==> src/design/irq_entry_defines.svh <==
// constants for the interrupt entry and return unit
`ifndef IRQ_ENTRY_DEFINES_SVH
`define IRQ_ENTRY_DEFINES_SVH
`define ADDR_STATUS 32'h0000_0000
`define ADDR_CONTROL 32'h0000_0004
`define ADDR_FLAGS 32'h0000_0008
`define ADDR_ENABLE 32'h0000_000C
`define ADDR_SP 32'h0000_0010
`define ADDR_STATE 32'h0000_0014
`define ADDR_BOOT_START 32'h0000_0018
`define GIE_BIT 7
`define CTRL_VECTOR_SELECT_BIT 1
`define CTRL_BOOT_RESET_BIT 0
`define CTRL_APPLOCK_BIT 2
`define CTRL_BOOTLOCK_BIT 3
`define ENTRY_CYCLES 4
`define WAKE_EXTRA_CYCLES 4
`define RETURN_CYCLES 4
`define SP_RESET 16'h08FF
`define STATUS_RESET 8'h00
`endif

==> src/design/irq_entry_pkg.sv <==
// types for the interrupt entry and return unit
package irq_entry_pkg;
   typedef enum logic [2:0] {
      ST_RUN = 3'b000,
      ST_WAKE = 3'b001,
      ST_ENTRY = 3'b010,
      ST_RETURN = 3'b011,
      ST_AFTER = 3'b100
   } seq_state_t;
endpackage

==> src/design/irq_priority_pick.sv <==
// picks the lowest-numbered active request
`timescale 1ns/1ps
module irq_priority_pick #(
   parameter int N = 8,
   parameter int W = 3
) (
   // requests
   input wire logic [N-1:0] req_in,
   // answer
   output logic any_out,
   output logic [W-1:0] index_out
);
   logic [W-1:0] idx [N:0];
   genvar i;
   assign idx[N] = '0;
   generate
      for (i = N - 1; i >= 0; i--) begin : g_pick
         assign idx[i] = req_in[i] ? W'(i) : idx[i+1];
      end
   endgenerate
   assign any_out = |req_in;
   assign index_out = idx[0];
   initial begin
      if (N < 1 || (1 << W) < N) begin
         $error("bad priority width");
      end
   end
endmodule // irq_priority_pick

==> src/design/irq_flag_bank.sv <==
// pending flags for flag-type sources plus level sources
`timescale 1ns/1ps
module irq_flag_bank #(
   parameter int N = 8
) (
   // clock and reset
   input wire logic core_clk_in,
   input wire logic reset_n_in,
   // sources
   input wire logic [N-1:0] event_in,
   input wire logic [N-1:0] level_type_in,
   // clears
   input wire logic [N-1:0] sw_clear_in,
   input wire logic [N-1:0] hw_clear_in,
   // state
   output logic [N-1:0] pending_out
);
   logic [N-1:0] flag_reg;
   logic [N-1:0] flag_next;
   // set wins over a clear in the same cycle
   assign flag_next = (flag_reg & ~sw_clear_in & ~hw_clear_in) |
                      (event_in & ~level_type_in);
   always_ff @(posedge core_clk_in) begin
      if (!reset_n_in) begin
         flag_reg <= '0;
      end else begin
         flag_reg <= flag_next;
      end
   end
   // level sources request only while present
   assign pending_out = (flag_reg & ~level_type_in) |
                        (event_in & level_type_in);
endmodule // irq_flag_bank

==> src/design/cpu_interrupt_entry_return.sv <==
// interrupt acceptance, entry and return sequencer with ahb-lite registers
`timescale 1ns/1ps
`include "irq_entry_defines.svh"
// How it works
// - a source is taken only when its enable and global enable are one
// - lower vector number wins; reset first, then external request zero
// - vectors sit low; select bit moves them, fuse moves reset vector
// - lock bits suppress interrupts depending on program counter
// - accepting an interrupt clears the global enable
// - return from interrupt sets the global enable again
// - vectoring clears the taken source's pending flag
// - writing one clears a flag, zero leaves it
// - flags set while disabled stay until enabled or cleared
// - flags held while global is off are served by priority later
// - level sources request only while their condition is present
// - after return one main instruction runs before another entry
// - status register is neither saved nor restored by hardware
// - clear-global takes effect at once, same-cycle requests too
// - one instruction runs after set-global before any entry
// - entry takes four cycles, pushes program counter, then vector
// - a multi-cycle instruction finishes before entry begins
// - waking from sleep adds four cycles to entry
// - return takes four cycles, pops two bytes, stack pointer plus two
// - one clock, no division; one-cycle alu register operation
// - program counter width is 11 to 14 bits
// - entry push lowers the stack pointer by two
// - global enable is bit 7 of the status register
module cpu_interrupt_entry_return
   import irq_entry_pkg::*;
#(
   parameter int NUM_SOURCES = 8,
   parameter int PC_WIDTH = 14
) (
   // clock and reset
   input wire logic core_clk_in,
   input wire logic reset_n_in,
   // ahb-lite slave
   input wire logic hsel_in,
   input wire logic [31:0] haddr_in,
   input wire logic [1:0] htrans_in,
   input wire logic hwrite_in,
   input wire logic [2:0] hsize_in,
   input wire logic [31:0] hwdata_in,
   input wire logic hready_in,
   output logic [31:0] hrdata_out,
   output logic hreadyout_out,
   output logic hresp_out,
   // peripheral sources
   input wire logic [NUM_SOURCES-1:0] source_event_in,
   input wire logic [NUM_SOURCES-1:0] source_level_type_in,
   // instruction sequencer
   input wire logic insn_boundary_in,
   input wire logic insn_is_sei_in,
   input wire logic insn_is_cli_in,
   input wire logic insn_is_irq_return_in,
   input wire logic sleeping_in,
   input wire logic [PC_WIDTH-1:0] program_counter_in,
   output logic irq_entry_busy_out,
   output logic irq_return_busy_out,
   output logic vector_load_out,
   output logic [PC_WIDTH-1:0] vector_addr_out,
   output logic [PC_WIDTH-1:0] reset_vector_out,
   output logic stack_write_out,
   output logic [15:0] stack_addr_out,
   output logic [7:0] stack_wdata_out,
   output logic stack_read_out,
   input wire logic [7:0] stack_rdata_in,
   output logic [PC_WIDTH-1:0] return_pc_out,
   output logic return_pc_valid_out,
   output logic [15:0] stack_pointer_out,
   output logic global_enable_out
);
   localparam int IW = (NUM_SOURCES > 1) ? $clog2(NUM_SOURCES) : 1;
   initial begin
      if (PC_WIDTH < 11 || PC_WIDTH > 14 || NUM_SOURCES < 2 ||
          NUM_SOURCES > 32) begin
         $error("unsupported parameter values");
      end
   end

   // registers
   logic [7:0] status_reg;
   logic [7:0] status_next;
   logic [3:0] control_reg;
   logic [NUM_SOURCES-1:0] enable_reg;
   logic [15:0] sp_reg;
   logic [15:0] sp_next;
   logic [PC_WIDTH-1:0] boot_start_reg;
   seq_state_t state_reg;
   seq_state_t state_next;
   logic [2:0] count_reg;
   logic [2:0] count_next;
   logic hold_off_reg;
   logic [IW-1:0] taken_reg;
   logic [PC_WIDTH-1:0] saved_pc_reg;
   logic [7:0] pop_low_reg;
   logic [PC_WIDTH-1:0] ret_pc_reg;
   logic ret_valid_reg;
   // bus pipeline
   logic wr_pend_reg;
   logic [31:0] wr_addr_reg;
   logic [31:0] rdata_reg;

   // pending flags
   logic [NUM_SOURCES-1:0] pending;
   logic [NUM_SOURCES-1:0] sw_clear;
   logic [NUM_SOURCES-1:0] hw_clear;
   irq_flag_bank #(.N(NUM_SOURCES)) u_flags (
      .core_clk_in(core_clk_in),
      .reset_n_in(reset_n_in),
      .event_in(source_event_in),
      .level_type_in(source_level_type_in),
      .sw_clear_in(sw_clear),
      .hw_clear_in(hw_clear),
      .pending_out(pending)
   );

   // acceptance gating
   wire gie = status_reg[`GIE_BIT];
   wire [NUM_SOURCES-1:0] active = pending & enable_reg;
   wire in_boot = program_counter_in >= boot_start_reg;
   wire lock_block = (control_reg[`CTRL_APPLOCK_BIT] & ~in_boot) |
                     (control_reg[`CTRL_BOOTLOCK_BIT] & in_boot);
   wire any_active;
   wire [IW-1:0] pick;
   irq_priority_pick #(.N(NUM_SOURCES), .W(IW)) u_pick (
      .req_in(active),
      .any_out(any_active),
      .index_out(pick)
   );
   // cli in this boundary blocks at once; sei or return hold off one insn
   wire take = (state_reg == ST_RUN) && insn_boundary_in && any_active &&
               gie && !insn_is_cli_in && !hold_off_reg &&
               !lock_block;
   wire start_ret = (state_reg == ST_RUN) && insn_boundary_in &&
                    insn_is_irq_return_in && !take;

   // vector placement
   wire [PC_WIDTH-1:0] ivec_base = control_reg[`CTRL_VECTOR_SELECT_BIT] ?
                                   boot_start_reg : '0;
   assign reset_vector_out = control_reg[`CTRL_BOOT_RESET_BIT] ?
                             boot_start_reg : '0;
   // vector n+1 at two words each, slot zero is reset
   wire [PC_WIDTH-1:0] vec_off = PC_WIDTH'({taken_reg, 1'b0}) +
                                 PC_WIDTH'(2);

   // sequencer
   wire cnt_done = (count_reg == 3'(`ENTRY_CYCLES - 1));
   always_comb begin
      state_next = state_reg;
      count_next = count_reg;
      case (state_reg)
         ST_RUN: begin
            count_next = 3'h0;
            if (take) begin
               state_next = sleeping_in ? ST_WAKE : ST_ENTRY;
            end else if (start_ret) begin
               state_next = ST_RETURN;
            end
         end
         ST_WAKE: begin
            count_next = count_reg + 3'h1;
            if (count_reg == 3'(`WAKE_EXTRA_CYCLES - 1)) begin
               state_next = ST_ENTRY;
               count_next = 3'h0;
            end
         end
         ST_ENTRY: begin
            count_next = count_reg + 3'h1;
            if (cnt_done) begin
               state_next = ST_RUN;
            end
         end
         ST_RETURN: begin
            count_next = count_reg + 3'h1;
            if (count_reg == 3'(`RETURN_CYCLES - 1)) begin
               state_next = ST_RUN;
            end
         end
         default: begin
            state_next = ST_RUN;
         end
      endcase
   end

   // stack traffic: push low byte then high byte, pop in reverse
   wire push_lo = (state_reg == ST_ENTRY) && (count_reg == 3'h0);
   wire push_hi = (state_reg == ST_ENTRY) && (count_reg == 3'h1);
   wire pop_hi = (state_reg == ST_RETURN) && (count_reg == 3'h0);
   wire pop_lo = (state_reg == ST_RETURN) && (count_reg == 3'h1);
   wire [15:0] pc_word = 16'(saved_pc_reg);
   assign stack_write_out = push_lo | push_hi;
   assign stack_read_out = pop_hi | pop_lo;
   assign stack_addr_out = push_lo ? sp_reg :
                           push_hi ? sp_reg - 16'h0001 :
                           pop_hi ? sp_reg + 16'h0001 :
                           sp_reg + 16'h0002;
   assign stack_wdata_out = push_lo ? pc_word[7:0] : pc_word[15:8];

   // bus decode
   wire bus_req = hsel_in && hready_in && htrans_in[1];
   wire [NUM_SOURCES-1:0] wdat_n = hwdata_in[NUM_SOURCES-1:0];
   wire w_status = wr_pend_reg && (wr_addr_reg == `ADDR_STATUS);
   wire w_control = wr_pend_reg && (wr_addr_reg == `ADDR_CONTROL);
   wire w_flags = wr_pend_reg && (wr_addr_reg == `ADDR_FLAGS);
   wire w_enable = wr_pend_reg && (wr_addr_reg == `ADDR_ENABLE);
   wire w_sp = wr_pend_reg && (wr_addr_reg == `ADDR_SP);
   wire w_boot = wr_pend_reg && (wr_addr_reg == `ADDR_BOOT_START);
   assign sw_clear = w_flags ? wdat_n : '0;
   assign hw_clear = (state_reg == ST_ENTRY && cnt_done) ?
                     (NUM_SOURCES'(1) << taken_reg) & ~source_level_type_in :
                     '0;
   wire [31:0] rd_mux =
      (haddr_in == `ADDR_STATUS) ? {24'h0, status_reg} :
      (haddr_in == `ADDR_CONTROL) ? {28'h0, control_reg} :
      (haddr_in == `ADDR_FLAGS) ? 32'(pending) :
      (haddr_in == `ADDR_ENABLE) ? 32'(enable_reg) :
      (haddr_in == `ADDR_SP) ? {16'h0, sp_reg} :
      (haddr_in == `ADDR_STATE) ? {29'h0, state_reg} :
      (haddr_in == `ADDR_BOOT_START) ? 32'(boot_start_reg) : 32'h0;

   // status: only the global enable is touched by hardware
   always_comb begin
      status_next = status_reg;
      if (w_status) begin
         status_next = hwdata_in[7:0];
      end
      if (insn_boundary_in && insn_is_sei_in) begin
         status_next[`GIE_BIT] = 1'b1;
      end
      if (insn_boundary_in && insn_is_cli_in) begin
         status_next[`GIE_BIT] = 1'b0;
      end
      if (take) begin
         status_next[`GIE_BIT] = 1'b0;
      end
      if (state_reg == ST_RETURN &&
          count_reg == 3'(`RETURN_CYCLES - 1)) begin
         status_next[`GIE_BIT] = 1'b1;
      end
   end
   assign sp_next = w_sp ? hwdata_in[15:0] :
                    push_hi ? sp_reg - 16'h0002 :
                    pop_lo ? sp_reg + 16'h0002 : sp_reg;

   // one clock drives everything, no divider
   always_ff @(posedge core_clk_in) begin
      if (!reset_n_in) begin
         status_reg <= `STATUS_RESET;
         control_reg <= 4'h0;
         enable_reg <= '0;
         sp_reg <= `SP_RESET;
         boot_start_reg <= '0;
         state_reg <= ST_RUN;
         count_reg <= 3'h0;
         wr_pend_reg <= 1'b0;
         wr_addr_reg <= 32'h0;
         rdata_reg <= 32'h0;
      end else begin
         status_reg <= status_next;
         if (w_control) begin
            control_reg <= hwdata_in[3:0];
         end
         if (w_enable) begin
            enable_reg <= wdat_n;
         end
         sp_reg <= sp_next;
         if (w_boot) begin
            boot_start_reg <= hwdata_in[PC_WIDTH-1:0];
         end
         state_reg <= state_next;
         count_reg <= count_next;
         wr_pend_reg <= bus_req && hwrite_in;
         wr_addr_reg <= haddr_in;
         if (bus_req && !hwrite_in) begin
            rdata_reg <= rd_mux;
         end
      end
   end

   always_ff @(posedge core_clk_in) begin
      if (!reset_n_in) begin
         hold_off_reg <= 1'b0;
         taken_reg <= '0;
         saved_pc_reg <= '0;
         pop_low_reg <= 8'h00;
         ret_pc_reg <= '0;
         ret_valid_reg <= 1'b0;
      end else begin
         if (insn_boundary_in && state_reg == ST_RUN) begin
            hold_off_reg <= insn_is_sei_in;
         end else if (state_reg == ST_RETURN) begin
            hold_off_reg <= 1'b1;
         end
         if (take) begin
            taken_reg <= pick;
            saved_pc_reg <= program_counter_in;
         end
         if (pop_hi) begin
            pop_low_reg <= stack_rdata_in;
         end
         ret_valid_reg <= pop_lo;
         if (pop_lo) begin
            ret_pc_reg <= PC_WIDTH'({pop_low_reg, stack_rdata_in});
         end
      end
   end

   // sequencer outputs
   assign irq_entry_busy_out = (state_reg == ST_WAKE) ||
                               (state_reg == ST_ENTRY);
   assign irq_return_busy_out = (state_reg == ST_RETURN);
   assign vector_load_out = (state_reg == ST_ENTRY) && cnt_done;
   assign vector_addr_out = ivec_base + vec_off;
   assign return_pc_out = ret_pc_reg;
   assign return_pc_valid_out = ret_valid_reg;
   assign stack_pointer_out = sp_reg;
   assign global_enable_out = gie;
   assign hrdata_out = rdata_reg;
   assign hreadyout_out = 1'b1;
   assign hresp_out = 1'b0;
endmodule // cpu_interrupt_entry_return

==> config.mk <==
export PLATFORM = sky130hd
export DESIGN_NAME = cpu_interrupt_entry_return
export DESIGN_NICKNAME = d
export VERILOG_FILES = /design/src/design/irq_entry_pkg.sv /design/src/design/irq_priority_pick.sv /design/src/design/irq_flag_bank.sv /design/src/design/cpu_interrupt_entry_return.sv
export VERILOG_INCLUDE_DIRS = /design/src /design/src/design
export SDC_FILE = /design/constraint.sdc
export NUM_CORES = 1
export LEC_CHECK = 0
export ABC_CLOCK_PERIOD_IN_PS = 5700
export BUFFER_PORTS_ARGS = -buffer_cell sky130_fd_sc_hd__buf_2
export CAP_MARGIN = 10
export CORE_MARGIN = 1
export CORE_UTILIZATION = 35
export DETAILED_ROUTE_END_ITERATION = 12
export SLEW_MARGIN = 20
export SYNTH_ARGS = -nofsm -noshare
export SYNTH_HDL_FRONTEND = slang
export SYNTH_HIERARCHICAL = 1
export SYNTH_SLANG_ARGS = --single-unit
==> constraint.sdc <==
create_clock -name core_clk_in -period 5.7 [get_ports core_clk_in]
set_input_delay 0.285 -clock core_clk_in [delete_from_list [all_inputs] [get_ports core_clk_in]]
set_output_delay 0.285 -clock core_clk_in [all_outputs]
set_load 0.05 [all_outputs]
==> metrics.cfg <==
[cells_and_area]
n_fill_cell=2464
largest_reg_flops=32
syn2layout_area_growth_pct=20.00
final_nets=1383
drive_above_1_share_pct=22.93
final_util_pct=43.06

[clock_network]
numCtsBuffers=17
cts_hold_buf=0
cts_buffer_depth=2
cts_root_buffer=clkbuf_16
cts_tree=yes
clk_latency_ps=440
cts_sinks=151
cts.htree.levels=4
cts_resized=0
post_cts_buffers=0
clk_pin_slew_ps=80

[die]
dieHeight_um=160.1
chipWidth_um=160.1
pin_count=240
start_util_pct=35.88
num_rows=57
die_area_sq_um=25640
core_sq_um=24390

[drt]
via_count=8197
wl_um=27230
drc=0
viasPerCell=5.228
wire_per_inst_um=17.36
drt_iter0_drc=679
ant_nets=0
drt-pass1-iter-count=5

[power]
ir_worst_vdd_v=0.0002037
leakage_nw=4.497
p_per_area_nw_per_um2=271.8

[job]
cap_violations=0

[logic_synthesis]
netlist_top_cells_area=dfxtp_1 35%, nand2_1 6.6%, mux2i_1 6.2%, ha_1 5.0%, and2_1 4.9%
synth.most_common_cell=nand2_1
ys_async_sr_fraction_pct=0
yosysWarnings=6
synth_enable_flop_cells=0
synth_seq_cells=151
synth_ff_type=dfxtp_1
ys_seq_area_share_pct=34.54
syn-cell-area_sq_um=8752
syn_avg_cell_area_sq_um=8.187
synth.largest_area_cell=dfxtp_1
synth_cell_types=75
synthTopCellsByCount=155 x nand2_1, 151 x dfxtp_1, 92 x nor2_1
syn_inst=1069
yosysTopAreaCellShare_pct=34.54

[grt]
grt_remaining_overflow=0
grt_pass1_vias=7639
grt_pass1_wl_um=42680
grt_max_degree=67
grt.total_usage_pct=21.20
antenna_found_initial=1

[sta]
fin_skew_ps=19.51
fmax_mhz=268.1
min_period_over_period_pct=65.44
setup_viol=0
maxSlewHeadroom_pct=29.70
fin_crit_ps=3730
worst_slew_pin_slew_ps=1051
hold_viol_final=0
fin_setup_tns_ps=0
slew_violations=0
grt_setup_unrepaired=no

[critical_path]
path_class=reg -> out
end_kind=output pin
crit_fanout=21
worstPathArrival_ps=3440
required_ps=5410
start_kind=register

[outcome]
status=finished clean

[placement]
place.gp.congestion=0.8750
portBuffers=201
dpl.hpwl_um=20320

[min_path]
hp-class=in -> reg

## through the flow
step | cells | setup slack (ps) | total power [mW] | cell area (sq um) | hold WS [ps]
3_5_place_dp | 1535 | 2519 | 1.710 | 9876 | 444.5
5_1_grt | 1568 | 1678 | 2.967 | 10500 | 40.96
3_3_place_gp | 1535 | 2567 | 1.705 | 9876 | 435.2
4_1_cts | 1567 | 2002 | 2.877 | 10500 | 35.38
2_1_floorplan | 1085 | 2302 | 1.552 | 8812 | 398.8
6_report | 1568 | 1970 | 2.854 | 10500 | 47.38
## per-layer routing
metal  global-route usage (%)  up-vias  share of wire (%)
li1                         -     4040                  -
met1                    27.72     3849                 45
met2                    35.24      275                 47
met3                    4.026       33                5.7
met4                    6.277        0                1.8
met5                        0        -                  0
## kinds of logic after synthesis
family	after synthesis	share of synthesized area [%]
AND/OR/NAND/NOR	467	27.95
AO/OA/AOI/OAI	194	14.11
flip-flops	151	34.54
buffers and inverters	115	6.133
multiplexers	69	8.449
adder cells (fa/ha/maj)	36	5.232
XOR/XNOR	35	3.502
other	2	0.08581
## power breakdown
group          switching [mW]  internal [mW]
clock                   0.567          0.601
combinational           0.417          0.161
sequential             0.0251           1.08
## layout make-up
class	instances	area [sq um]	share of cell area [%]
Antenna cell	1	2.502	0.02383
Clock buffer	17	425.4	4.051
Clock inverter	15	198.9	1.894
Inverter	33	123.9	1.179
Multi-Input combinational cell	819	5265	50.13
Sequential cell	151	3023	28.78
Tap cell	324	405.4	3.860
Timing Repair Buffer	208	1059	10.08
## worst paths after layout
check / startpoint / endpoint / slack [ps] / cells after the start
min reg2reg: return_pc_out[10] / return_pc_out[10] / 450 / 2
max reg2reg: boot_start_reg[7] / saved_pc_reg[8] / 2560 / 9
min: haddr_in[31] / wr_addr_reg[31] / 50 / 2
max: state_reg[0] / stack_addr_out[9] / 1970 / 9
## cells in the final DEF (no fill, tap or decap), types with 11 or more instances in the layout
cell type	count
ha_1	35
clkbuf_16	17
buf_2	201
xor2_1	18
inv_1	31
o21ai_0	31
nor2b_1	11
conb_1	18
a21oi_1	68
nor3_1	18
nand2_1	155
and2_1	68
xnor2_1	17
nor2_1	92
a31oi_1	17
nand3_1	23
nand4_1	12
mux2i_1	54
dfxtp_1	151
nor4_1	23
## worst max-delay path, stage by stage, from the launching register on
cell	delay, ps
dfxtp_1	380
inv_1	140
ha_1	290
nand3b_1	640
nor4_1	700
nand2_1	140
o22ai_1	140
nand2_1	80
xnor2_1	170
buf_2	310
Power figures use the tool's default switching activity.
